## src/rtl/drive_health_pkg.sv

```systemverilog
// Constants, register map and carrier types of the drive health monitor.
// Assumes a 20 MHz ref_clk and byte addresses on the register bus.
package drive_health_pkg;
  // Timing
  localparam int unsigned CLK_HZ = 20_000_000;
  localparam int unsigned SEC_S = 1;
  localparam int unsigned SEC_CYC = CLK_HZ * SEC_S;
  localparam int unsigned HOUR_S = 3600;
  localparam int unsigned TEMP_PERIOD_S = 600;
  localparam int unsigned SHORT_LIMIT_S = 120;
  localparam int unsigned MAX_DELAY_MS = 75;
  localparam int unsigned DELAY_CYC = CLK_HZ / 1000 * MAX_DELAY_MS;

  // Per-attribute build-time constants
  localparam int unsigned ATTR_N = 2;
  localparam int unsigned ATTR_INTV [ATTR_N] = '{1000, 4000};
  localparam int unsigned ATTR_ERR [ATTR_N] = '{20, 8};
  localparam int unsigned ATTR_PRED [ATTR_N] = '{8, 4};

  // Register byte offsets
  localparam logic [7:0] OFF_CTRL = 8'h00;
  localparam logic [7:0] OFF_CMD = 8'h04;
  localparam logic [7:0] OFF_LIMIT = 8'h08;
  localparam logic [7:0] OFF_TIME = 8'h0C;
  localparam logic [7:0] OFF_TEMP = 8'h10;
  localparam logic [7:0] OFF_EXC = 8'h14;
  localparam logic [7:0] OFF_DIAG = 8'h18;
  localparam logic [7:0] OFF_STAT = 8'h1C;

  // Command register fields
  localparam int unsigned CMD_REZERO = 0;
  localparam int unsigned CMD_EXC_CLR = 1;
  localparam int unsigned CMD_FUNC_LSB = 5;
  localparam logic [2:0] FUNC_SHORT = 3'h1;
  localparam logic [2:0] FUNC_EXT = 3'h2;

  // Reset values
  localparam logic [6:0] CTRL_RST = 7'h0C;
  localparam logic [7:0] LIMIT_RST = 8'h3C;

  // Self-test result codes
  localparam logic [3:0] RES_PASS = 4'h0;
  localparam logic [3:0] RES_FAIL = 4'h7;
  localparam logic [3:0] RES_RUN = 4'hF;

  // Sense bytes
  localparam logic [7:0] KEY_RECOV = 8'h01;
  localparam logic [7:0] KEY_NREADY = 8'h02;
  localparam logic [7:0] ASC_PRED = 8'h5D;
  localparam logic [7:0] ASC_TEMP = 8'h0B;
  localparam logic [7:0] ASCQ_TEMP = 8'h01;
  localparam logic [7:0] ASC_NREADY = 8'h04;
  localparam logic [7:0] ASCQ_NR_CAUSE = 8'h00;
  localparam logic [7:0] ASCQ_NR_MANUAL = 8'h03;
  localparam logic [7:0] FRU_TEMP = 8'h00;

  // Control register layout: bit 6 down to bit 0
  typedef struct packed {
    logic [3:0] report_method;
    logic temp_warning_enable;
    logic online_only;
    logic monitor_disable;
  } ctrl_t;

  typedef struct packed {
    logic [7:0] fru;
    logic [7:0] key;
    logic [7:0] asc;
    logic [7:0] ascq;
  } sense_t;
endpackage : drive_health_pkg

```

## src/rtl/attr_rate_monitor.sv

```systemverilog
// Error-rate judge and failure history for one monitored attribute.
// Assumes one-cycle op and error strobes on ref_clk.
`timescale 1ns/1ps
module attr_rate_monitor #(
  parameter int unsigned INTERVAL_LEN = 1000,
  parameter int unsigned ERR_THRESH = 20,
  parameter int unsigned PRED_THRESH = 8,
  parameter int unsigned CW = 16
) (
  input wire logic ref_clk,
  input wire logic sys_rst,
  input wire logic enable,
  input wire logic op_evt,
  input wire logic err_evt,
  output logic pred_fail,
  output logic [7:0] history
);
  logic [CW-1:0] op_cnt_r;
  logic [CW-1:0] err_cnt_r;
  logic [7:0] hist_r;
  logic [CW-1:0] op_nxt;
  logic [CW-1:0] err_nxt;
  logic bad;
  logic full;

  function automatic logic [CW-1:0] bump(input logic [CW-1:0] v, input logic en);
    bump = en ? v + CW'(1) : v;
  endfunction : bump

  assign op_nxt = bump(op_cnt_r, op_evt);
  assign err_nxt = bump(err_cnt_r, err_evt);
  assign bad = err_nxt > CW'(ERR_THRESH);
  assign full = op_nxt >= CW'(INTERVAL_LEN);

  always_ff @(posedge ref_clk) begin
    if (sys_rst || !enable) begin
      op_cnt_r <= '0;
      err_cnt_r <= '0;
    end else if (bad || full) begin
      op_cnt_r <= '0;
      err_cnt_r <= '0;
    end else begin
      op_cnt_r <= op_nxt;
      err_cnt_r <= err_nxt;
    end
  end

  // History saturates at both ends
  always_ff @(posedge ref_clk) begin
    if (sys_rst || !enable) begin
      hist_r <= '0;
    end else if (bad && hist_r != 8'hFF) begin
      hist_r <= hist_r + 8'h01;
    end else if (!bad && full && hist_r != 8'h00) begin
      hist_r <= hist_r - 8'h01;
    end
  end

  assign history = hist_r;
  assign pred_fail = hist_r >= 8'(PRED_THRESH);
endmodule : attr_rate_monitor

```

## src/rtl/drive_health_monitor.sv

```systemverilog
// Drive health monitor: rate judging, hourly offline pass, thermal watch,
// self-test sequencing and sense reporting behind an Avalon-MM slave.
// Assumes media engines answer with done strobes on the same clock.
`timescale 1ns/1ps
module drive_health_monitor #(
  parameter int unsigned SEC_CYC = drive_health_pkg::SEC_CYC,
  parameter int unsigned DELAY_CYC = drive_health_pkg::DELAY_CYC
) (
  input wire logic ref_clk,
  input wire logic sys_rst,
  input wire logic [7:0] avs_address,
  input wire logic avs_read,
  input wire logic avs_write,
  input wire logic [31:0] avs_writedata,
  output logic [31:0] avs_readdata,
  output logic avs_waitrequest,
  input wire logic [drive_health_pkg::ATTR_N-1:0] attr_op,
  input wire logic [drive_health_pkg::ATTR_N-1:0] attr_err,
  input wire logic host_busy,
  output logic host_hold,
  output logic meas_req,
  output logic meas_abort,
  input wire logic meas_done,
  output logic save_req,
  input wire logic save_done,
  output logic temp_sample,
  input wire logic temp_valid,
  input wire logic [7:0] temp_primary,
  input wire logic [7:0] temp_reference,
  input wire logic motor_spin_fail,
  input wire logic motor_speed_fail,
  input wire logic servo_lock_fail,
  input wire logic config_read_fail,
  output logic not_ready,
  output logic dst_start,
  output logic dst_stop,
  output logic dst_scan_all,
  output logic retry_force,
  input wire logic dst_done,
  input wire logic seek_err_final,
  input wire logic track_err_final,
  input wire logic read_err_final,
  input wire logic write_err_final,
  output logic exc_pending,
  output drive_health_pkg::sense_t exc_sense
);
  localparam int unsigned N = drive_health_pkg::ATTR_N;

  typedef enum logic [1:0] {OFF_IDLE, OFF_MEAS, OFF_SAVE, OFF_ABORT} off_state_t;
  typedef enum logic {DST_IDLE, DST_RUN} dst_state_t;

  // Bus slave: one wait cycle, then the answer
  logic ack_r;
  logic [31:0] rdata_r;
  logic [31:0] rdata_mux;
  logic wr_go;
  logic sel_ctrl;
  logic sel_cmd;
  logic sel_limit;
  logic sel_time;
  logic sel_temp;
  logic sel_exc;
  logic sel_diag;
  logic sel_stat;

  assign avs_waitrequest = (avs_read || avs_write) && !ack_r;
  assign wr_go = avs_write && ack_r;
  assign sel_ctrl = avs_address == drive_health_pkg::OFF_CTRL;
  assign sel_cmd = avs_address == drive_health_pkg::OFF_CMD;
  assign sel_limit = avs_address == drive_health_pkg::OFF_LIMIT;
  assign sel_time = avs_address == drive_health_pkg::OFF_TIME;
  assign sel_temp = avs_address == drive_health_pkg::OFF_TEMP;
  assign sel_exc = avs_address == drive_health_pkg::OFF_EXC;
  assign sel_diag = avs_address == drive_health_pkg::OFF_DIAG;
  assign sel_stat = avs_address == drive_health_pkg::OFF_STAT;

  always_ff @(posedge ref_clk) begin
    if (sys_rst) begin
      ack_r <= 1'b0;
      rdata_r <= 32'h0000_0000;
    end else begin
      ack_r <= (avs_read || avs_write) && !ack_r;
      if (avs_read && !ack_r) begin
        rdata_r <= rdata_mux;
      end
    end
  end
  assign avs_readdata = rdata_r;

  // Control and limit registers
  drive_health_pkg::ctrl_t ctrl_r;
  logic [7:0] limit_r;
  logic online_en;
  logic offline_en;
  logic report_on;

  always_ff @(posedge ref_clk) begin
    if (sys_rst) begin
      ctrl_r <= drive_health_pkg::CTRL_RST;
      limit_r <= drive_health_pkg::LIMIT_RST;
    end else if (wr_go) begin
      if (sel_ctrl) begin
        ctrl_r <= avs_writedata[6:0];
      end
      if (sel_limit) begin
        limit_r <= avs_writedata[7:0];
      end
    end
  end

  assign online_en = !ctrl_r.monitor_disable;
  assign offline_en = online_en && !ctrl_r.online_only;
  assign report_on = ctrl_r.report_method != 4'h0;

  // Commands
  logic [2:0] func_code;
  logic rezero_go;
  logic exc_clr;
  logic diag_go;

  assign func_code = avs_writedata[drive_health_pkg::CMD_FUNC_LSB +: 3];
  assign rezero_go = wr_go && sel_cmd && avs_writedata[drive_health_pkg::CMD_REZERO];
  assign exc_clr = wr_go && sel_cmd && avs_writedata[drive_health_pkg::CMD_EXC_CLR];
  assign diag_go = wr_go && sel_cmd &&
    (func_code == drive_health_pkg::FUNC_SHORT || func_code == drive_health_pkg::FUNC_EXT);

  // Seconds enable
  logic [31:0] div_r;
  logic sec_tick;

  assign sec_tick = div_r == 32'(SEC_CYC - 1);
  always_ff @(posedge ref_clk) begin
    if (sys_rst || sec_tick) begin
      div_r <= 32'h0000_0000;
    end else begin
      div_r <= div_r + 32'h0000_0001;
    end
  end

  // Attribute monitors
  logic [N-1:0] pred;
  logic [N-1:0] pred_seen_r;
  logic [N-1:0] pred_new;
  logic [7:0] pred_fru;

  for (genvar i = 0; i < N; i++) begin : g_attr
    attr_rate_monitor #(
      .INTERVAL_LEN(drive_health_pkg::ATTR_INTV[i]),
      .ERR_THRESH(drive_health_pkg::ATTR_ERR[i]),
      .PRED_THRESH(drive_health_pkg::ATTR_PRED[i])
    ) u_mon (
      .ref_clk(ref_clk),
      .sys_rst(sys_rst),
      .enable(online_en),
      .op_evt(attr_op[i]),
      .err_evt(attr_err[i]),
      .pred_fail(pred[i]),
      .history()
    );
  end

  assign pred_new = pred & ~pred_seen_r;
  always_comb begin
    pred_fru = 8'h00;
    for (int i = N - 1; i >= 0; i--) begin
      if (pred_new[i]) begin
        pred_fru = 8'(i + 1);
      end
    end
  end

  always_ff @(posedge ref_clk) begin
    if (sys_rst) begin
      pred_seen_r <= '0;
    end else begin
      pred_seen_r <= pred;
    end
  end

  // Hourly measurement timer, in seconds
  logic [11:0] meas_left_r;
  logic force_r;
  logic pass_done;

  always_ff @(posedge ref_clk) begin
    if (sys_rst || rezero_go || pass_done) begin
      meas_left_r <= 12'(drive_health_pkg::HOUR_S);
    end else if (sec_tick && meas_left_r != 12'h000) begin
      meas_left_r <= meas_left_r - 12'h001;
    end
  end

  // Thermal sampling and limit check
  logic [9:0] temp_left_r;
  logic temp_req_r;
  logic [7:0] prim_r;
  logic [7:0] refr_r;
  logic temp_over_r;
  logic over_evt;
  logic temp_rep;

  assign over_evt = temp_valid && temp_primary > limit_r;
  assign temp_rep = over_evt && ctrl_r.temp_warning_enable && report_on;

  always_ff @(posedge ref_clk) begin
    if (sys_rst) begin
      temp_left_r <= 10'(drive_health_pkg::TEMP_PERIOD_S);
      temp_req_r <= 1'b1;
    end else if (sec_tick && temp_left_r == 10'h001) begin
      temp_left_r <= 10'(drive_health_pkg::TEMP_PERIOD_S);
      temp_req_r <= 1'b1;
    end else begin
      if (sec_tick) begin
        temp_left_r <= temp_left_r - 10'h001;
      end
      if (temp_valid) begin
        temp_req_r <= 1'b0;
      end
    end
  end
  assign temp_sample = temp_req_r;

  // Log values come only from the sensor, never from the bus
  always_ff @(posedge ref_clk) begin
    if (sys_rst) begin
      prim_r <= 8'h00;
      refr_r <= 8'h00;
      temp_over_r <= 1'b0;
    end else if (temp_valid) begin
      prim_r <= temp_primary;
      refr_r <= temp_reference;
      temp_over_r <= over_evt;
    end
  end

  // Offline pass and frame save sequencer
  off_state_t off_r;
  off_state_t off_nxt;
  logic frame_pend_r;
  logic from_meas_r;
  logic forced_r;
  logic [23:0] hold_cnt_r;
  logic pass_start;
  logic frame_start;
  logic abort_cond;
  logic hold_over;

  assign pass_start = off_r == OFF_IDLE && offline_en &&
    (force_r || (meas_left_r == 12'h000 && !host_busy));
  assign frame_start = off_r == OFF_IDLE && !pass_start && frame_pend_r && online_en && !host_busy;
  assign abort_cond = host_busy && !forced_r;
  assign hold_over = hold_cnt_r == 24'(DELAY_CYC - 1);
  assign pass_done = off_r == OFF_SAVE && save_done && from_meas_r;

  always_comb begin
    off_nxt = off_r;
    unique case (off_r)
      OFF_IDLE: begin
        if (pass_start) begin
          off_nxt = OFF_MEAS;
        end else if (frame_start) begin
          off_nxt = OFF_SAVE;
        end
      end
      OFF_MEAS: begin
        if (abort_cond) begin
          off_nxt = OFF_ABORT;
        end else if (meas_done) begin
          off_nxt = OFF_SAVE;
        end
      end
      OFF_SAVE: begin
        if (abort_cond) begin
          off_nxt = OFF_ABORT;
        end else if (save_done) begin
          off_nxt = OFF_IDLE;
        end
      end
      OFF_ABORT: begin
        if (meas_done || save_done || hold_over) begin
          off_nxt = OFF_IDLE;
        end
      end
    endcase
  end

  always_ff @(posedge ref_clk) begin
    if (sys_rst) begin
      off_r <= OFF_IDLE;
      force_r <= 1'b0;
      forced_r <= 1'b0;
      from_meas_r <= 1'b0;
      frame_pend_r <= 1'b0;
      hold_cnt_r <= 24'h00_0000;
    end else begin
      off_r <= off_nxt;
      // A new request wins over the clear of the same cycle
      force_r <= (rezero_go && offline_en) || (force_r && !pass_start);
      if (pass_start) begin
        forced_r <= force_r;
        from_meas_r <= 1'b1;
      end else if (frame_start) begin
        forced_r <= 1'b0;
        from_meas_r <= 1'b0;
      end
      frame_pend_r <= (over_evt && online_en) || (frame_pend_r && !frame_start);
      hold_cnt_r <= off_r == OFF_ABORT ? hold_cnt_r + 24'h00_0001 : 24'h00_0000;
    end
  end

  assign meas_req = off_r == OFF_MEAS;
  assign save_req = off_r == OFF_SAVE;
  assign meas_abort = off_r == OFF_ABORT;
  assign host_hold = off_r == OFF_ABORT;

  // Not-ready reporting
  logic not_ready_r;
  logic [7:0] nr_ascq_r;
  logic nr_now;

  assign nr_now = motor_spin_fail || motor_speed_fail || servo_lock_fail || config_read_fail;
  always_ff @(posedge ref_clk) begin
    if (sys_rst) begin
      not_ready_r <= 1'b0;
      nr_ascq_r <= drive_health_pkg::ASCQ_NR_CAUSE;
    end else begin
      not_ready_r <= nr_now;
      nr_ascq_r <= config_read_fail ? drive_health_pkg::ASCQ_NR_MANUAL
                                    : drive_health_pkg::ASCQ_NR_CAUSE;
    end
  end
  assign not_ready = not_ready_r;

  // Self-test sequencer
  dst_state_t dst_r;
  logic [2:0] func_r;
  logic [3:0] result_r;
  logic [6:0] dst_left_r;
  logic start_r;
  logic stop_r;
  logic dst_accept;
  logic dst_fail;
  logic short_end;

  assign dst_accept = diag_go && dst_r == DST_IDLE && !not_ready_r;
  assign dst_fail = seek_err_final || track_err_final || read_err_final || write_err_final;
  assign short_end = func_r == drive_health_pkg::FUNC_SHORT && sec_tick && dst_left_r == 7'h00;

  always_ff @(posedge ref_clk) begin
    if (sys_rst) begin
      dst_r <= DST_IDLE;
      func_r <= 3'h0;
      result_r <= drive_health_pkg::RES_PASS;
      dst_left_r <= 7'h00;
      start_r <= 1'b0;
      stop_r <= 1'b0;
    end else begin
      start_r <= dst_accept;
      stop_r <= 1'b0;
      unique case (dst_r)
        DST_IDLE: begin
          if (dst_accept) begin
            dst_r <= DST_RUN;
            func_r <= func_code;
            result_r <= drive_health_pkg::RES_RUN;
            dst_left_r <= 7'(drive_health_pkg::SHORT_LIMIT_S - 1);
          end
        end
        DST_RUN: begin
          if (sec_tick && dst_left_r != 7'h00) begin
            dst_left_r <= dst_left_r - 7'h01;
          end
          if (dst_fail) begin
            dst_r <= DST_IDLE;
            result_r <= drive_health_pkg::RES_FAIL;
            stop_r <= 1'b1;
          end else if (dst_done || short_end) begin
            dst_r <= DST_IDLE;
            result_r <= drive_health_pkg::RES_PASS;
            stop_r <= short_end;
          end
        end
      endcase
    end
  end

  assign dst_start = start_r;
  assign dst_stop = stop_r;
  assign dst_scan_all = dst_r == DST_RUN && func_r == drive_health_pkg::FUNC_EXT;
  assign retry_force = dst_r == DST_RUN;

  // Informational exception, sticky until cleared
  logic exc_valid_r;
  drive_health_pkg::sense_t exc_r;
  logic pred_rep;

  assign pred_rep = (|pred_new) && report_on;
  always_ff @(posedge ref_clk) begin
    if (sys_rst) begin
      exc_valid_r <= 1'b0;
      exc_r <= '0;
    end else if (temp_rep) begin
      exc_valid_r <= 1'b1;
      exc_r <= {drive_health_pkg::FRU_TEMP, drive_health_pkg::KEY_RECOV,
                drive_health_pkg::ASC_TEMP, drive_health_pkg::ASCQ_TEMP};
    end else if (pred_rep) begin
      exc_valid_r <= 1'b1;
      exc_r <= {pred_fru, drive_health_pkg::KEY_RECOV, drive_health_pkg::ASC_PRED, 8'h00};
    end else if (exc_clr) begin
      exc_valid_r <= 1'b0;
    end
  end
  assign exc_pending = exc_valid_r;
  assign exc_sense = exc_r;

  // Read data selection
  logic [31:0] stat_word;
  assign stat_word = {drive_health_pkg::KEY_NREADY & {8{not_ready_r}},
                      drive_health_pkg::ASC_NREADY & {8{not_ready_r}},
                      nr_ascq_r & {8{not_ready_r}}, 3'h0, exc_valid_r,
                      |pred, temp_over_r, off_r != OFF_IDLE, not_ready_r};
  assign rdata_mux = sel_ctrl ? {25'h000_0000, ctrl_r} :
                     sel_limit ? {24'h00_0000, limit_r} :
                     sel_time ? {20'h0_0000, meas_left_r} :
                     sel_temp ? {16'h0000, refr_r, prim_r} :
                     sel_exc ? exc_r :
                     sel_diag ? {23'h00_0000, dst_r == DST_RUN, 1'b0, func_r, result_r} :
                     sel_stat ? stat_word : 32'h0000_0000;
endmodule : drive_health_monitor

```

## config.mk

```make
export PLATFORM = sky130hd
export DESIGN_NAME = drive_health_monitor
export DESIGN_NICKNAME = d
export VERILOG_FILES = /design/src/rtl/drive_health_pkg.sv /design/src/rtl/attr_rate_monitor.sv /design/src/rtl/drive_health_monitor.sv
export SDC_FILE = /design/constraint.sdc
export NUM_CORES = 1
export LEC_CHECK = 0
export ABC_AREA = 1
export BUFFER_PORTS_ARGS = -buffer_cell sky130_fd_sc_hd__clkbuf_2
export CORE_MARGIN = 2
export CORE_UTILIZATION = 45
export CTS_BUF_LIST = sky130_fd_sc_hd__clkbuf_16
export DETAILED_ROUTE_END_ITERATION = 12
export PLACE_DENSITY = 0.61
export RECOVER_POWER = 100
export SKIP_LAST_GASP = 1
export SYNTH_ARGS = -nofsm -noshare
export SYNTH_HDL_FRONTEND = slang
export SYNTH_SLANG_ARGS = --single-unit
```

## constraint.sdc

```tcl
create_clock -name ref_clk -period 8.9 [get_ports ref_clk]
set_input_delay 0.445 -clock ref_clk [delete_from_list [all_inputs] [get_ports ref_clk]]
set_output_delay 0.445 -clock ref_clk [all_outputs]
set_load 0.05 [all_outputs]
```

== Word level (Yosys, flattened, before mapping) ==
Index checks and enable logic that the tools add are counted.

* Word-level logic and storage cells: 238
* Register bits after elaboration: 273
* Bits of input ports: 77

* Bitwise operators: 5
* $add $sub $neg: 13
* Reduce and logical (&&, ||, !) cells: 99
* Mux-type cells: 47
* Equal/unequal tests: 26
* $lt $le $gt $ge: 7

{| class="wikitable"
|+ Operator list
! cell !! number
|-
| $mux 32 || 5
|-
| $add 16x1->16 const B || 4
|-
| $mux 16 || 4
|-
| $mux 26 || 2
|-
| $logic_and 1x1->1 || 40
|-
| $mux 17 || 2
|-
| $add 32x1->32 const B || 1
|-
| $eq 32x25->1 const B || 1
|-
| $eq 8x5->1 const B || 4
|-
| $mux 8 || 4
|-
| $add 24x1->24 const B || 1
|-
| $eq 24x21->1 const B || 1
|-
| $logic_or 1x1->1 || 20
|-
| $mux 2 || 10
|-
| $add 8x1->8 const B || 2
|-
| $eq 8x4->1 const B || 2
|-
| $ge 16x10->1 const B || 1
|-
| $ge 16x12->1 const B || 1
|-
| $gt 16x4->1 const B || 1
|-
| $gt 16x5->1 const B || 1
|-
| $ne 8x8->1 const B || 2
|-
| $reduce_bool 8->1 || 2
|-
| $reduce_or 2->1 || 8
|-
| $sub 8x1->8 const B || 2
|-
| other kinds (39) || 76
|}

== Longest topological paths before layout ==
Gate-level depths: netlist (run 1).

* Depth in word-level cells: 12
* Mapped depth: 24
* Gate-level depth less buffers: 24

== Cells and area by module ==
Synthesis (run 1) repeated with hierarchy kept, for this count alone.

* Cells, all modules: 2,035
* Area total of the unflattened synthesis: 13,685.6 µm²

{| class="wikitable"
|+ Modules (own cells, without submodules)
! module !! times used !! area each (µm²) !! cells each
|-
| drive_health_monitor || 1 || 8,664.6 || 1,286
|-
| attr_rate_monitor (g_attr[0].u_mon) || 1 || 2,586.2 || 381
|-
| attr_rate_monitor (g_attr[1].u_mon) || 1 || 2,434.8 || 368
|}

== Worst setup path after synthesis (run 1) ==
Ideal clock, no wire load.

* Path kind: register to register
* Start point: register g_attr[1].u_mon.err_cnt_r[0]
* End point: register g_attr[1].u_mon.hist_r[5]
* Required time: 8.821 ns
* Stages on the path, launching flop included: 20
* Arrival time: 2.886 ns
* Slack: 5.935 ns
* Path through: dfxtp_1 > ha_1 > nand3_2 > nor2_4 > nand4_1 > nand2_1 > inv_1 > nor2_1 > nand2_1 > nor2_1 > nand2_1 > nand2_1 > ha_1 > a21o_1 > a31oi_1 > inv_1 > a21oi_1 > o21ai_0 > xnor2_1 > a211oi_2

* Cells in the longest elaborated chain, start to end: 7
* Elaborated cells on any way between the ends: 9
* Classes of those cells: 1 x add/sub; 1 x order compare; 2 x mux; 5 x reduce/logical

{| class="wikitable"
|+ RTL lines
! item !! RTL line !! RTL
|-
| start: declaration || attr_rate_monitor.sv:19 || <nowiki>logic [CW-1:0] err_cnt_r;</nowiki>
|-
| start signal: assignment || attr_rate_monitor.sv:44 || <nowiki>err_cnt_r <= err_nxt;</nowiki>
|-
| $add 16x1->16 || attr_rate_monitor.sv:27 || <nowiki>bump = en ? v + CW'(1) : v;</nowiki>
|-
| $mux 16 (*) || attr_rate_monitor.sv:27 ||
|-
| $gt 16x4->1 (*) || attr_rate_monitor.sv:32 || <nowiki>assign bad = err_nxt > CW'(ERR_THRESH);</nowiki>
|-
| $logic_not 1->1 || attr_rate_monitor.sv:54 || <nowiki>end else if (!bad && full && hist_r != 8'h00) begin</nowiki>
|-
| $logic_and 1x1->1 (2 in series) || attr_rate_monitor.sv:54 ||
|-
| $reduce_bool 2->1 (no line) || n/a ||
|-
| end signal: assignment || attr_rate_monitor.sv:53 || <nowiki>hist_r <= hist_r + 8'h01;</nowiki>
|-
| end signal: assignment || attr_rate_monitor.sv:55 || <nowiki>hist_r <= hist_r - 8'h01;</nowiki>
|-
| end: declaration || attr_rate_monitor.sv:20 || <nowiki>logic [7:0] hist_r;</nowiki>
|}

Mark *: on every way between the ends. The rest lies on a longest branch, timed or not.
A chain may end at the register's enable or synchronous reset.

== Worst setup path in the final report (run 1) ==
* Start point: register g_attr[0].u_mon.err_cnt_r[0]
* End point: register g_attr[0].u_mon.hist_r[5]

* Cells in the longest elaborated chain, start to end: 7
* Elaborated cells on any way between the ends: 9
* Classes of those cells: 1 x add/sub; 1 x order compare; 2 x mux; 5 x reduce/logical

{| class="wikitable"
|+ RTL lines
! item !! RTL line
|-
| start: declaration || attr_rate_monitor.sv:19
|-
| start signal: assignment || attr_rate_monitor.sv:44
|-
| $add 16x1->16 || attr_rate_monitor.sv:27
|-
| $mux 16 (*) || attr_rate_monitor.sv:27
|-
| $gt 16x5->1 (*) || attr_rate_monitor.sv:32
|-
| $logic_not 1->1 || attr_rate_monitor.sv:54
|-
| $logic_and 1x1->1 (2 in series) || attr_rate_monitor.sv:54
|-
| $reduce_bool 2->1 (no line) || n/a
|-
| end signal: assignment || attr_rate_monitor.sv:53
|-
| end signal: assignment || attr_rate_monitor.sv:55
|-
| end: declaration || attr_rate_monitor.sv:20
|}

Marked as above.

==> out/metrics.yaml, run 1 <==
grt.overflow.total: 0
cp_num_buf_inv: 2
fin_skew_ns: 0.02032
max_freq_ghz: 0.2700
antenna_found_initial: 0
fin_crit_ns: 3.704
worst_pin_slew_ns: 2.331
drive_gt1_share_pct: 5.992
coreArea_sq_um: 27860
slowest_stage: "dfxtp_1"
worstPathCellList: "ha_1 > nand3_1 > nor2_1 > nand2_1 > inv_1 > nand3_1 > nand2_1 > nand2_1 > nor2_1 > nand2_1 > nand2_1 > ha_1 > a21o_1 > a31oi_1 > inv_1 > a21oi_1 > o21ai_0 > xor2_1 > o21ai_0 > a21oi_1"
synth-main-ff-cell: "dfxtp_1"
ys_seq_area_share_pct: 38.19
routedWlPerCell_um: 12.55
grt_pass1_wl_mm: 49.01
synth-simple-area-share_pct: 30.21
reg2reg_depth: 20
drv_cap: 2
synth_edf_count: 0
nFillCells: 2824
outcome: "finished with violations"
postCtsSetupRepairBufs: 0
cp-end-kind: "register"
crit_type: "reg -> reg"
synthMuxAreaShare_pct: 0.07858
path_clk_slew_ns: 0.06
vdd_drop_max_uv: 124.8
synth_compound_gate_area_share_pct: 12.85
vias_per_cell: 4.904
tns_ns: 0
hpwlAfterDp_mm: 21.78
cts_buffer_depth: 3
htreeDepth: 1
pwr_density_cell_nw_per_um2: 170.6
critPathTopFamily: "simple AND/OR/NAND/NOR gates"
hp-start: "config_read_fail"
yosysWarnings: 0
start_util_pct: 45.73
tritoncts: "yes"
synth.area.top_cells: "dfxtp_1 (38%), nand2_1 (11%), inv_1 (8.4%), nor2_1 (6.3%), a21oi_1 (5.5%)"
crit-reg2reg-launch: "g_attr[0].u_mon.err_cnt_r[0]"
worstHoldEndpoint: "nr_ascq_r[0]"
finalCritPeriodShare_pct: 41.62
row_count: 61
cp_slowest_stage_delay_ns: 0.39
clock_latency_ns: 0.55
hold_violations: 0
synth-xor-area-share_pct: 3.163
synthArstFlopShare_pct: 0
hold_path_class: "in -> reg"
ctsHoldBuffers: 0
crit_top_cell: "nand2_1"
detail-route-antenna-nets: 0
synth_top_area_share_pct: 38.19
yosysTopAreaCell: "dfxtp_1"
synth_cells: 1841
die_h_um: 172.3
post_cts_resize_count: 0
wl_mm: 29.67
die_x_um: 172.3
leakagePower_nw: 6.179
r2r-end: "g_attr[0].u_mon.history[5]"
grt_max_degree: 47
ys_ff_latch: 243
antenna_cells: 0
syn_avg_cell_area_sq_um: 6.919
grt_usage_pct: 19.92
arrival_ns: 4.11
io_buffers: 94
cts.sinks: 243
fin_nets: 2075
setup_viol: 0
crit_required_ns: 9.31
gp_congestion: 0.8632
rsz0062_at_grt: "no"
pin_count: 153
cts_made_buffers: 28
netlist_top_cells_count: "nand2_1 (371), inv_1 (286), dfxtp_1 (243)"
hold_ws_ns: 0.1192
area_growth_syn_to_layout_pct: 12.04
final-seq-area_sq_um: 4865
drt-initial-drc-count: 738
worstPathMaxFanout: 10
start_kind: "register"
synth-adder-area-share_pct: 3.457
drtPass1Iterations: 5
synth_top_family_by_area: "simple AND/OR/NAND/NOR gates"
synth.most_common_cell: "nand2_1"
via_count: 11590
final-max-slew-violation-count: 89
dieArea_sq_um: 29670
grt_pass1_vias: 10500
synthesis.area_sq_um: 12740
multi_input_comb_area_sq_um: 6524
whs_path_depth: 3
relSlewSlack_pct: -55.38
drc: 0
violations: "capacitance limit, slew limit"
r2r_slack_ns: 5.20
ys_types: 54
root_buffer: "clkbuf_16"
==> metrics by stage <==
step | utilization (%) | area [sq um] | total power, W | worst slack (ns) | cells
2_1_floorplan | - | 12990 | 0.001314 | 5.935 | 1907
3_3_place_gp | 48.53 | 13520 | 0.001351 | 5.440 | 2312
3_5_place_dp | 48.53 | 13520 | 0.001353 | 5.428 | 2312
4_1_cts | 51.71 | 14410 | 0.002467 | 5.440 | 2364
5_1_grt | 51.23 | 14270 | 0.002539 | 4.742 | 2364
6_report | 51.23 | 14270 | 0.002434 | 5.196 | 2364
==> cell type report <==
type,instances,share of cell area [%]
clock inverters,24,1.297
inverters,289,7.601
multi-input cells,1303,45.71
repair buffers,99,3.086
well taps,378,3.314
clock buffers,28,4.909
flip-flops and latches,243,34.08
==> worst register-to-register path, cell delays in order (launching register included) <==
cell     delay [ns]
dfxtp_1        0.39
ha_1           0.19
nand3_1        0.12
nor2_1         0.32
nand2_1        0.14
inv_1          0.12
nand3_1        0.07
nand2_1        0.07
nand2_1        0.07
nor2_1         0.15
nand2_1        0.09
nand2_1        0.31
ha_1           0.36
a21o_1         0.19
a31oi_1        0.30
inv_1          0.08
a21oi_1        0.12
o21ai_0        0.11
xor2_1         0.15
o21ai_0        0.17
a21oi_1        0.06
==> flip-flops by register name, indices dropped and copies added (netlist names), 7 cells and up <==
register and count:
div_r 32, ctrl_r 7, temp_left_r 10, g_attr.u_mon.history 16
refr_r 8, avs_readdata 20, dst_left_r 7, g_attr.u_mon.op_cnt_r 32
meas_left_r 12, limit_r 8, hold_cnt_r 24, prim_r 8
g_attr.u_mon.err_cnt_r 32
==> worst max path at each step <==
| stage | from | end | slack (ns) | cells after the start |
|---|---|---|---|---|
| global placement | attr_err[1] | g_attr[1].u_mon.history[5] | 5.44 | 19 |
| CTS | g_attr[1].u_mon.err_cnt_r[0] | g_attr[1].u_mon.history[5] | 5.44 | 19 |
| finish | g_attr[0].u_mon.err_cnt_r[0] | g_attr[0].u_mon.history[5] | 5.20 | 20 |
| floorplan | g_attr[1].u_mon.err_cnt_r[0] | g_attr[1].u_mon.history[5] | 5.93 | 19 |
| global route | g_attr[0].u_mon.err_cnt_r[0] | g_attr[0].u_mon.history[5] | 4.74 | 20 |
| detailed placement | attr_err[1] | g_attr[1].u_mon.history[5] | 5.43 | 19 |
==> logic make-up (layout without fill, tap and decap cells) <==
logic type / Yosys count / in the layout
muxes: 1 / 1
buffers and inverters: 361 / 440
DFF: 243 / 243
AOI/OAI and AO/OA: 291 / 291
adders and majority gates: 34 / 34
other: 1 / 67
xor gates and xnor gates: 46 / 46
and+or+nand+nor: 864 / 864
==> power breakdown <==
part | internal, W | switching [W] | leakage, nW
logic | 0.0000453 | 0.000151 | 3.73
registers | 0.00111 | 0.0000190 | 1.98
clock network | 0.000654 | 0.000453 | 0.467
==> layer usage <==
layer / global-route usage, % / routed length [um] / share of wire (%)
met1: 27.32 / 14210 / 48
met2: 32.72 / 13270 / 45
met4: 4.786 / 499 / 1.7
met5: 0 / 0 / 0
met3: 3.365 / 1692 / 5.7
==> placed cells by master, fill, tap and decap left out, drive strengths merged, types with 2 or more instances in the layout <==
master / Yosys / layout
a211oi: 6 / 6
a21o: 3 / 3
a21oi: 139 / 139
a221oi: 2 / 2
a31oi: 10 / 10
and3: 3 / 3
bufinv: 0 / 3
clkbuf: 20 / 126
clkinv: 1 / 13
conb: 1 / 67
dfxtp: 243 / 243
fa: 2 / 2
ha: 32 / 32
inv: 288 / 297
nand2: 376 / 376
nand3: 111 / 111
nand3b: 6 / 6
nand4: 52 / 52
nor2: 227 / 227
nor3: 49 / 49
nor3b: 6 / 6
nor4: 24 / 24
o2111ai: 4 / 4
o211ai: 18 / 18
o21a: 4 / 4
o21ai: 85 / 85
o21bai: 5 / 5
o221ai: 5 / 5
o22ai: 4 / 4
o31ai: 3 / 3
or2: 9 / 9
xnor2: 14 / 14
xor2: 32 / 32
Power figures use the tool's default switching activity.
==> inputs of run 2 (changes only) <==
--- a/config.mk
+++ b/config.mk
@@ -5,13 +5,13 @@
 export SDC_FILE = /design/constraint.sdc
 export NUM_CORES = 1
 export LEC_CHECK = 0
-export ABC_AREA = 1
+export ABC_AREA = 0
 export BUFFER_PORTS_ARGS = -buffer_cell sky130_fd_sc_hd__clkbuf_2
 export CORE_MARGIN = 2
 export CORE_UTILIZATION = 45
 export CTS_BUF_LIST = sky130_fd_sc_hd__clkbuf_16
 export DETAILED_ROUTE_END_ITERATION = 12
-export PLACE_DENSITY = 0.61
+export PLACE_DENSITY = 0.62
 export RECOVER_POWER = 100
 export SKIP_LAST_GASP = 1
 export SYNTH_ARGS = -nofsm -noshare
==> constraint.sdc (replaced) <==
create_clock -name ref_clk -period 3.76 [get_ports ref_clk]
set_input_delay 0.188 -clock ref_clk [delete_from_list [all_inputs] [get_ports ref_clk]]
set_output_delay 0.188 -clock ref_clk [all_outputs]
set_load 0.05 [all_outputs]
==> run 2 against run 1 <==
Effect of this change:
- the run ends with capacitance limit, slew limit, setup timing left
- highest routed layer unchanged
- core utilization rose by 3.1 points
- largest cell class unchanged
- critical path type unchanged
- sequential power rose by 140%
- hold slack got worse by 0.097 ns
- routed wire length fell by 11%
- power rose by 140%
- synthesized cell count fell by 24%
==> out/metrics.yaml, run 2 <==
outcome: "finished with violations"  # unchanged
violations: "capacitance limit, slew limit, setup timing"  # was capacitance limit, slew limit
finalWorstSetupSlack_ns: -0.03638  # was 5.196 ns
routedWlPerCell_um: 13.66  # was 12.55 um
rsz0062_at_grt: "yes"  # was no
antenna_found_initial: 0  # unchanged
r2r-end: "g_attr[1].u_mon.history[7]"  # was g_attr[0].u_mon.history[5]
grt_max_degree: 48  # was 47
yosysTopAreaCell: "dfxtp_1"  # unchanged
crit_type: "reg -> reg"  # unchanged
start_util_pct: 45.70  # was 45.73%
final_cell_mix: "dfxtp_1 (238), nor2_1 (201), nand2_1 (128)"  # was nand2_1 (374), inv_1 (295), dfxtp_1 (243)
slowest_stage: "or4_4"  # was dfxtp_1
dieArea_sq_um: 27630  # was 29670 sq um
fin_skew_ns: 0.01050  # was 0.02032 ns
synth-main-ff-cell: "dfxtp_1"  # unchanged
whs_path_depth: 3  # unchanged
io_buffers: 94  # unchanged
fin_nets: 1681  # was 2075
area_growth_syn_to_layout_pct: 18.83  # was 12.04%
ys_seq_area_share_pct: 41.08  # was 38.19%
reg.largest.list: "div_r: 32 flops, g_attr.u_mon.err_cnt_r: 32 flops, g_attr.u_mon.op_cnt_r: 32 flops"  # unchanged
worst_pin_slew_ns: 1.973  # was 2.331 ns
antenna_cells: 0  # unchanged
finalCritPeriodShare_pct: 101.0  # was 41.62%
worstPathCellList: "ha_4 > inv_2 > or4b_4 > a211oi_2 > a21oi_1 > or4_4 > and2_4 > clkinv_4 > ha_4 > a21o_1 > a21oi_2 > o21ai_2 > nor2_1 > nor2b_1 > o21a_1 > or3_1 > o2111a_1"  # was ha_1 > nand3_1 > nor2_1 > nand2_1 > inv_1 > nand3_1 > nand2_1 > nand2_1 > nor2_1 > nand2_1 > nand2_1 > ha_1 > a21o_1 > a31oi_1 > inv_1 > a21oi_1 > o21ai_0 > xor2_1 > o21ai_0 > a21oi_1
tritoncts: "yes"  # unchanged
dpl_cell_area_sq_um: 12730  # was 13520 sq um
reg2reg_depth: 17  # was 20
clock_latency_ns: 0.53  # was 0.55 ns
cts.sinks: 243  # unchanged
hold_path_class: "in -> reg"  # unchanged
fin_crit_ns: 3.796  # was 3.704 ns
arrival_ns: 4.22  # was 4.11 ns
drive_gt1_share_pct: 10.94  # was 5.992%
max_freq_ghz: 0.2634  # was 0.2700 GHz
synth_cells: 1399  # was 1841
crit-reg2reg-launch: "g_attr[1].u_mon.err_cnt_r[0]"  # was g_attr[0].u_mon.err_cnt_r[0]
cp_slowest_stage_delay_ns: 0.54  # was 0.39 ns
detail-route-antenna-nets: 0  # unchanged
die_h_um: 166.2  # was 172.3 um
root_buffer: "clkbuf_16"  # unchanged
drtPass1Iterations: 5  # unchanged
design_area_sq_um: 14070  # was 14270 sq um
path_clk_slew_ns: 0.06  # about the same
hpwlAfterDp_mm: 18.81  # was 21.78 mm
pwr_density_cell_nw_per_um2: 415.4  # was 170.6 nW/um^2
drt-initial-drc-count: 575  # was 738
finalPower_w: 0.005845  # was 0.002434 W
grt.overflow.total: 0  # unchanged
row_count: 59  # was 61
synthArstFlopShare_pct: 0  # unchanged
drv_cap: 1  # was 2
grt_pass1_vias: 9173  # was 10500
synth_edf_count: 0  # unchanged
ys_types: 75  # was 54
grt_pass1_wl_mm: 43.73  # was 49.01 mm
relSlewSlack_pct: -31.55  # was -55.38%
worstPathMaxFanout: 5  # was 10
start_kind: "register"  # unchanged
crit_top_cell: "ha_4"  # was nand2_1
mostFrequentLayoutCell: "dfxtp_1"  # was nand2_1
fin_util_pct: 54.30  # was 51.23%
synth_top_area_share_pct: 41.08  # was 38.19%
drc: 0  # unchanged
htreeDepth: 1  # unchanged
grt_usage_pct: 18.32  # was 19.92%
final-max-slew-violation-count: 46  # was 89
synth.most_common_cell: "dfxtp_1"  # was nand2_1
die_x_um: 166.2  # was 172.3 um
yosysWarnings: 0  # unchanged
coreArea_sq_um: 25910  # was 27860 sq um
setup_viol: 1  # was 0
pre_cts_ws_ns: 0.02818  # was 5.428 ns
wl_mm: 26.31  # was 29.67 mm
via_count: 9995  # was 11590
cp-end-kind: "register"  # unchanged
netlist_top_cells_count: "dfxtp_1 (243), nor2_1 (201), nand2_1 (128)"  # was nand2_1 (371), inv_1 (286), dfxtp_1 (243)
r2r_slack_ns: -0.04  # was 5.20 ns
vdd_drop_max_uv: 311.5  # was 124.8 uV
vias_per_cell: 5.190  # was 4.904
cp_num_buf_inv: 2  # unchanged
cts_buffer_depth: 3  # unchanged
critPathTopFamily: "simple AND/OR/NAND/NOR gates"  # unchanged
cts_made_buffers: 28  # unchanged
hp-start: "attr_err[0]"  # was config_read_fail
synth.area.top_cells: "dfxtp_1 (41%), nor2_1 (6.4%), xor2_1 (4.7%), nand2_1 (4.1%), xnor2_1 (4.0%)"  # was dfxtp_1 (38%), nand2_1 (11%), inv_1 (8.4%), nor2_1 (6.3%), a21oi_1 (5.5%)
worstHoldEndpoint: "g_attr[0].u_mon.err_cnt_r[0]"  # was nr_ascq_r[0]
synthesis.area_sq_um: 11840  # was 12740 sq um
hold_violations: 0  # unchanged
pin_count: 153  # unchanged
ys_ff_latch: 243  # unchanged
crit_required_ns: 4.18  # was 9.31 ns
leakagePower_nw: 5.317  # was 6.179 nW
gp_congestion: 0.8549  # was 0.8632
syn_avg_cell_area_sq_um: 8.464  # was 6.919 sq um
==> run 2: changes by cell type in the layout (fill, tap and decap cells not counted), moves of 32 or more <==
cell           previous run  this run
o21ai_0                  84        36
buf_4                     1        34
a21oi_1                 139        58
xnor2_1                  14        54
nand2_1                 374       128
nand3_1                 107        50
dlygate4sd3_1             0        33
xor2_1                   32        64
inv_1                   295        45
==> run 2: area by class of cell <==
cell class / count / area (sq um)
Fill cell: 2435 / 11840
Multi-Input combinational cell: 1087 / 6648
Sequential cell: 243 / 4876
Timing Repair Buffer: 165 / 1016
Clock buffer: 29 / 725.7
Tap cell: 335 / 419.2
Clock inverter: 22 / 212.7
Inverter: 45 / 173.9
==> run 2: metrics by stage <==
step                setup TNS [ns]  hold WS [ns]  instances
CTS                              0      0.006973       1916
global route               -0.3638       0.05660       1926
finish                    -0.03638       0.02217       1926
detailed placement               0        0.4095       1832
global placement                 0        0.4092       1832
floorplan                -0.003239        0.3059       1465
==> run 2: repair_timing <==
action / in CTS / in global routing
endpoints found under the hold margin: 38 / 0
hold buffers: 33 / 0
setup endpoints to repair: 0 / 3
resized for setup: 0 / 18
setup buffers: 0 / 10
==> run 2: worst max path at each step <==
| stage | start | endpoint | slack, ns | depth (start not counted) |
|---|---|---|---|---|
| 4_1_cts | g_attr[1].u_mon.err_cnt_r[0] | g_attr[1].u_mon.history[7] | 0.01 | 17 |
| 3_3_place_gp | g_attr[1].u_mon.err_cnt_r[0] | g_attr[1].u_mon.history[7] | 0.09 | 17 |
| 5_1_grt | g_attr[0].u_mon.err_cnt_r[1] | g_attr[0].u_mon.history[7] | -0.16 | 16 |
| 2_1_floorplan | g_attr[1].u_mon.err_cnt_r[0] | g_attr[1].u_mon.history[7] | -0.003 | 18 |
| 6_report | g_attr[1].u_mon.err_cnt_r[0] | g_attr[1].u_mon.history[7] | -0.04 | 17 |
| 3_5_place_dp | g_attr[1].u_mon.err_cnt_r[0] | g_attr[1].u_mon.history[7] | 0.03 | 17 |
==> run 2: kinds of logic after synthesis <==
logic type | after synthesis | synth area share, %
AND/OR/NAND/NOR | 632 | 26.46
flip-flops | 243 | 41.08
AO/OA/AOI/OAI | 203 | 11.34
buffers and inverters | 135 | 5.716
XOR/XNOR | 118 | 8.728
adder cells (fa/ha/maj) | 34 | 3.719
multiplexers | 33 | 2.927
other | 1 | 0.03167
==> run 2: per-layer routing <==
layer | track usage (%) | part of all wire (%) | vias up
met1 | 24.69 | 47 | 4614
li1 | - | - | 5157
met4 | 4.985 | 2.0 | 0
met3 | 2.788 | 4.4 | 36
met2 | 30.72 | 46 | 188
met5 | 0 | 0 | -
==> run 2: report_power, final <==
group | switching [W] | internal [W]
Combinational | 0.000304 | 0.000132
Sequential | 0.0000529 | 0.00263
Clock | 0.00106 | 0.00167
Total | 0.00142 | 0.00443
==> run 2: tightest hold or removal path, delay by kind of cell <==
family	cells	cell delay, ns
xor gates and xnor gates	1	0.08
and+or+nand+nor	1	0.07
buffers and inverters	1	0.18
==> inputs of run 3 (changes only) <==
--- a/config.mk
+++ b/config.mk
@@ -11,8 +11,10 @@
 export CORE_UTILIZATION = 45
 export CTS_BUF_LIST = sky130_fd_sc_hd__clkbuf_16
 export DETAILED_ROUTE_END_ITERATION = 12
+export HOLD_SLACK_MARGIN = 0.06
 export PLACE_DENSITY = 0.62
 export RECOVER_POWER = 100
+export REMOVE_ABC_BUFFERS = 1
 export SKIP_LAST_GASP = 1
 export SYNTH_ARGS = -nofsm -noshare
 export SYNTH_HDL_FRONTEND = slang
==> run 3 against run 2 <==
Effect of this change:
- the flow finishes with violations (capacitance limit, slew limit)
- power fell by 2.8%
- clock power fell by 7%
- worst setup slack improved by 0.11 ns
- global-route usage rose by 0.70 points
- final area is 1.6% higher
- final cell count grew 1.5%
- routed wire length grew 2.6%
- core utilization grew 0.85 points
- clock-buffer cell count fell by 2
- sequential power about the same
- non-clock buffer count up 31
- fmax up 3.0%
- highest routed layer unchanged
==> out/metrics.yaml, run 3 (synthesis gave the netlist of run 2 again) <==
outcome: "finished with violations"  # unchanged
violations: "capacitance limit, slew limit"  # was capacitance limit, slew limit, setup timing
cts_buffer_depth: 3  # unchanged
design_area_sq_um: 14290  # was 14070 sq um
pin_count: 153  # unchanged
root_buffer: "clkbuf_16"  # unchanged
grt_max_degree: 51  # was 48
start_kind: "register"  # unchanged
max_freq_ghz: 0.2713  # was 0.2634 GHz
final-max-slew-violation-count: 61  # was 46
finalCritPeriodShare_pct: 98.04  # was 101.0%
setup.worst_path.end: "g_attr[1].u_mon.history[7]"  # unchanged
drtPass1Iterations: 5  # unchanged
wl_mm: 27.00  # was 26.31 mm
hold_path_class: "in -> reg"  # unchanged
relSlewSlack_pct: -39.67  # was -31.55%
r2r-end: "g_attr[1].u_mon.history[7]"  # unchanged
die_h_um: 166.2  # unchanged
fin_skew_ns: 0.02634  # was 0.01050 ns
area_growth_syn_to_layout_pct: 20.69  # was 18.83%
gp_congestion: 0.8291  # was 0.8549
clock_latency_ns: 0.55  # was 0.53 ns
worstPathCellList: "ha_4 > inv_2 > or4b_4 > a211oi_2 > a21oi_1 > or4_4 > and2_4 > inv_4 > buf_6 > buf_4 > ha_1 > nand2_1 > o21ai_2 > nor2_2 > nor2b_1 > o21a_1 > or3_1 > o2111a_1"  # was ha_4 > inv_2 > or4b_4 > a211oi_2 > a21oi_1 > or4_4 > and2_4 > clkinv_4 > ha_4 > a21o_1 > a21oi_2 > o21ai_2 > nor2_1 > nor2b_1 > o21a_1 > or3_1 > o2111a_1
reg2reg_depth: 18  # was 17
htreeDepth: 1  # unchanged
vias_per_cell: 5.211  # was 5.190
multi_input_comb_area_sq_um: 6719  # was 6648 sq um
detail-route-antenna-nets: 0  # unchanged
slowest_stage: "or4_4"  # unchanged
fin_crit_ns: 3.686  # was 3.796 ns
reg.largest.list: "div_r: 32 flops, g_attr.u_mon.err_cnt_r: 32 flops, g_attr.u_mon.op_cnt_r: 32 flops"  # unchanged
fin_nets: 1711  # was 1681
hold_violations: 0  # unchanged
die_x_um: 166.2  # unchanged
setup_viol: 0  # was 1
grt_usage_pct: 19.02  # was 18.32%
drv_cap: 2  # was 1
final-seq-area_sq_um: 4867  # was 4876 sq um
stdcell_count: 1955  # was 1926
worstPathMaxFanout: 3  # was 5
pwr_density_cell_nw_per_um2: 397.4  # was 415.4 nW/um^2
leakagePower_nw: 5.446  # was 5.317 nW
crit_required_ns: 4.18  # about the same
tritoncts: "yes"  # unchanged
mostFrequentLayoutCell: "dfxtp_1"  # unchanged
crit_start: "g_attr[1].u_mon.err_cnt_r[0]"  # unchanged
arrival_ns: 4.11  # was 4.22 ns
cp-end-kind: "register"  # unchanged
grt.overflow.total: 0  # unchanged
via_count: 10190  # was 9995
routedWlPerCell_um: 13.81  # was 13.66 um
drt-initial-drc-count: 643  # was 575
coreArea_sq_um: 25910  # unchanged
grt_pass1_wl_mm: 45.42  # was 43.73 mm
drc: 0  # unchanged
cts.sinks: 243  # unchanged
rsz0062_at_grt: "yes"  # unchanged
dieArea_sq_um: 27630  # unchanged
vdd_drop_max_uv: 542.4  # was 311.5 uV
row_count: 59  # unchanged
path_clk_slew_ns: 0.05  # was 0.06 ns
final_cell_mix: "dfxtp_1 (241), nor2_1 (199), nand2_1 (127)"  # was dfxtp_1 (238), nor2_1 (201), nand2_1 (128)
dpl.cell_count: 1860  # was 1832
nFillCells: 2461  # was 2435
antenna_found_initial: 1  # was 0
crit-reg2reg-launch: "g_attr[1].u_mon.err_cnt_r[0]"  # unchanged
drive_gt1_share_pct: 12.48  # was 10.94%
hpwlAfterDp_mm: 19.10  # was 18.81 mm
r2r_slack_ns: 0.07  # was -0.04 ns
dpl_cell_area_sq_um: 12900  # was 12730 sq um
start_util_pct: 45.70  # unchanged
cp_slowest_stage_delay_ns: 0.55  # was 0.54 ns
grt_pass1_vias: 9428  # was 9173
worst_pin_slew_ns: 2.095  # was 1.973 ns
cts_made_buffers: 27  # was 28
crit_type: "reg -> reg"  # unchanged
io_buffers: 94  # unchanged
## run 3: changes by cell type in the layout (fill, tap and decap cells not counted), sizes merged
cell	previous run	this run
clkinvlp	1	0
dlygate4sd3	33	39
inv	48	52
bufinv	4	3
clkinv	14	11
buf	35	58
diode	0	1
## run 3: power breakdown
part / internal [W] / switching, W
registers: 0.00263 / 0.0000500
clock network: 0.00150 / 0.00105
logic: 0.000143 / 0.000309
## run 3: critical path, delay by kind of cell, from the launching register on
family	cells	cell delay, ns
buffers and inverters	4	0.31
AOI/OAI and AO/OA	5	0.75
adders and majority gates	2	0.38
and+or+nand+nor	7	1.79
DFF	1	0.35
## run 3: metrics by stage
step           power, W  TNS [ns]  util (%)  setup WS [ns]  hold WS [ns]
6_report       0.005680         0     55.15        0.07353       0.09466
5_1_grt        0.005911   -0.1898     55.15       -0.09099       0.09744
4_1_cts        0.005749         0     54.73       0.001117       0.06595
3_3_place_gp   0.003151   -0.1100     49.78        -0.1100        0.4039
3_5_place_dp   0.003156   -0.2473     49.78        -0.2276        0.4082
2_1_floorplan  0.003012   -0.8071         -        -0.5835        0.2571
## run 3: timing repair
item | CTS | global route
gates resized for setup | 11 | 32
pin swaps | 5 | 16
hold endpoints to repair | 52 | 0
cloned | 0 | 0
hold buffers | 39 | 0
setup buffers | 2 | 5
setup endpoints to repair | 2 | 6
## run 3: worst min path at each step
stage,cells after the start,to,startpoint
global route,4,g_attr[1].u_mon.err_cnt_r[0],attr_err[1]
floorplan,1,avs_readdata[13],sys_rst
CTS,4,g_attr[1].u_mon.err_cnt_r[0],attr_err[1]
finish,4,g_attr[1].u_mon.err_cnt_r[0],attr_err[1]
global placement,3,not_ready,servo_lock_fail
detailed placement,3,not_ready,motor_speed_fail
## run 3: per-layer routing
metal,track usage [%],part of all wire (%)
met3,3.027,4.2
met4,4.985,2.2
met5,0,0
met2,31.57,46
met1,25.88,48
## run 3: cell type report
class                           instances  area share [%]
Tap cell                              335           2.933
Timing Repair Buffer                  196           8.851
Multi-Input combinational cell       1087           47.01
Antenna cell                            1         0.01751
Inverter                               45           1.199
Clock buffer                           27           4.728
Clock inverter                         21           1.199
Sequential cell                       243           34.06
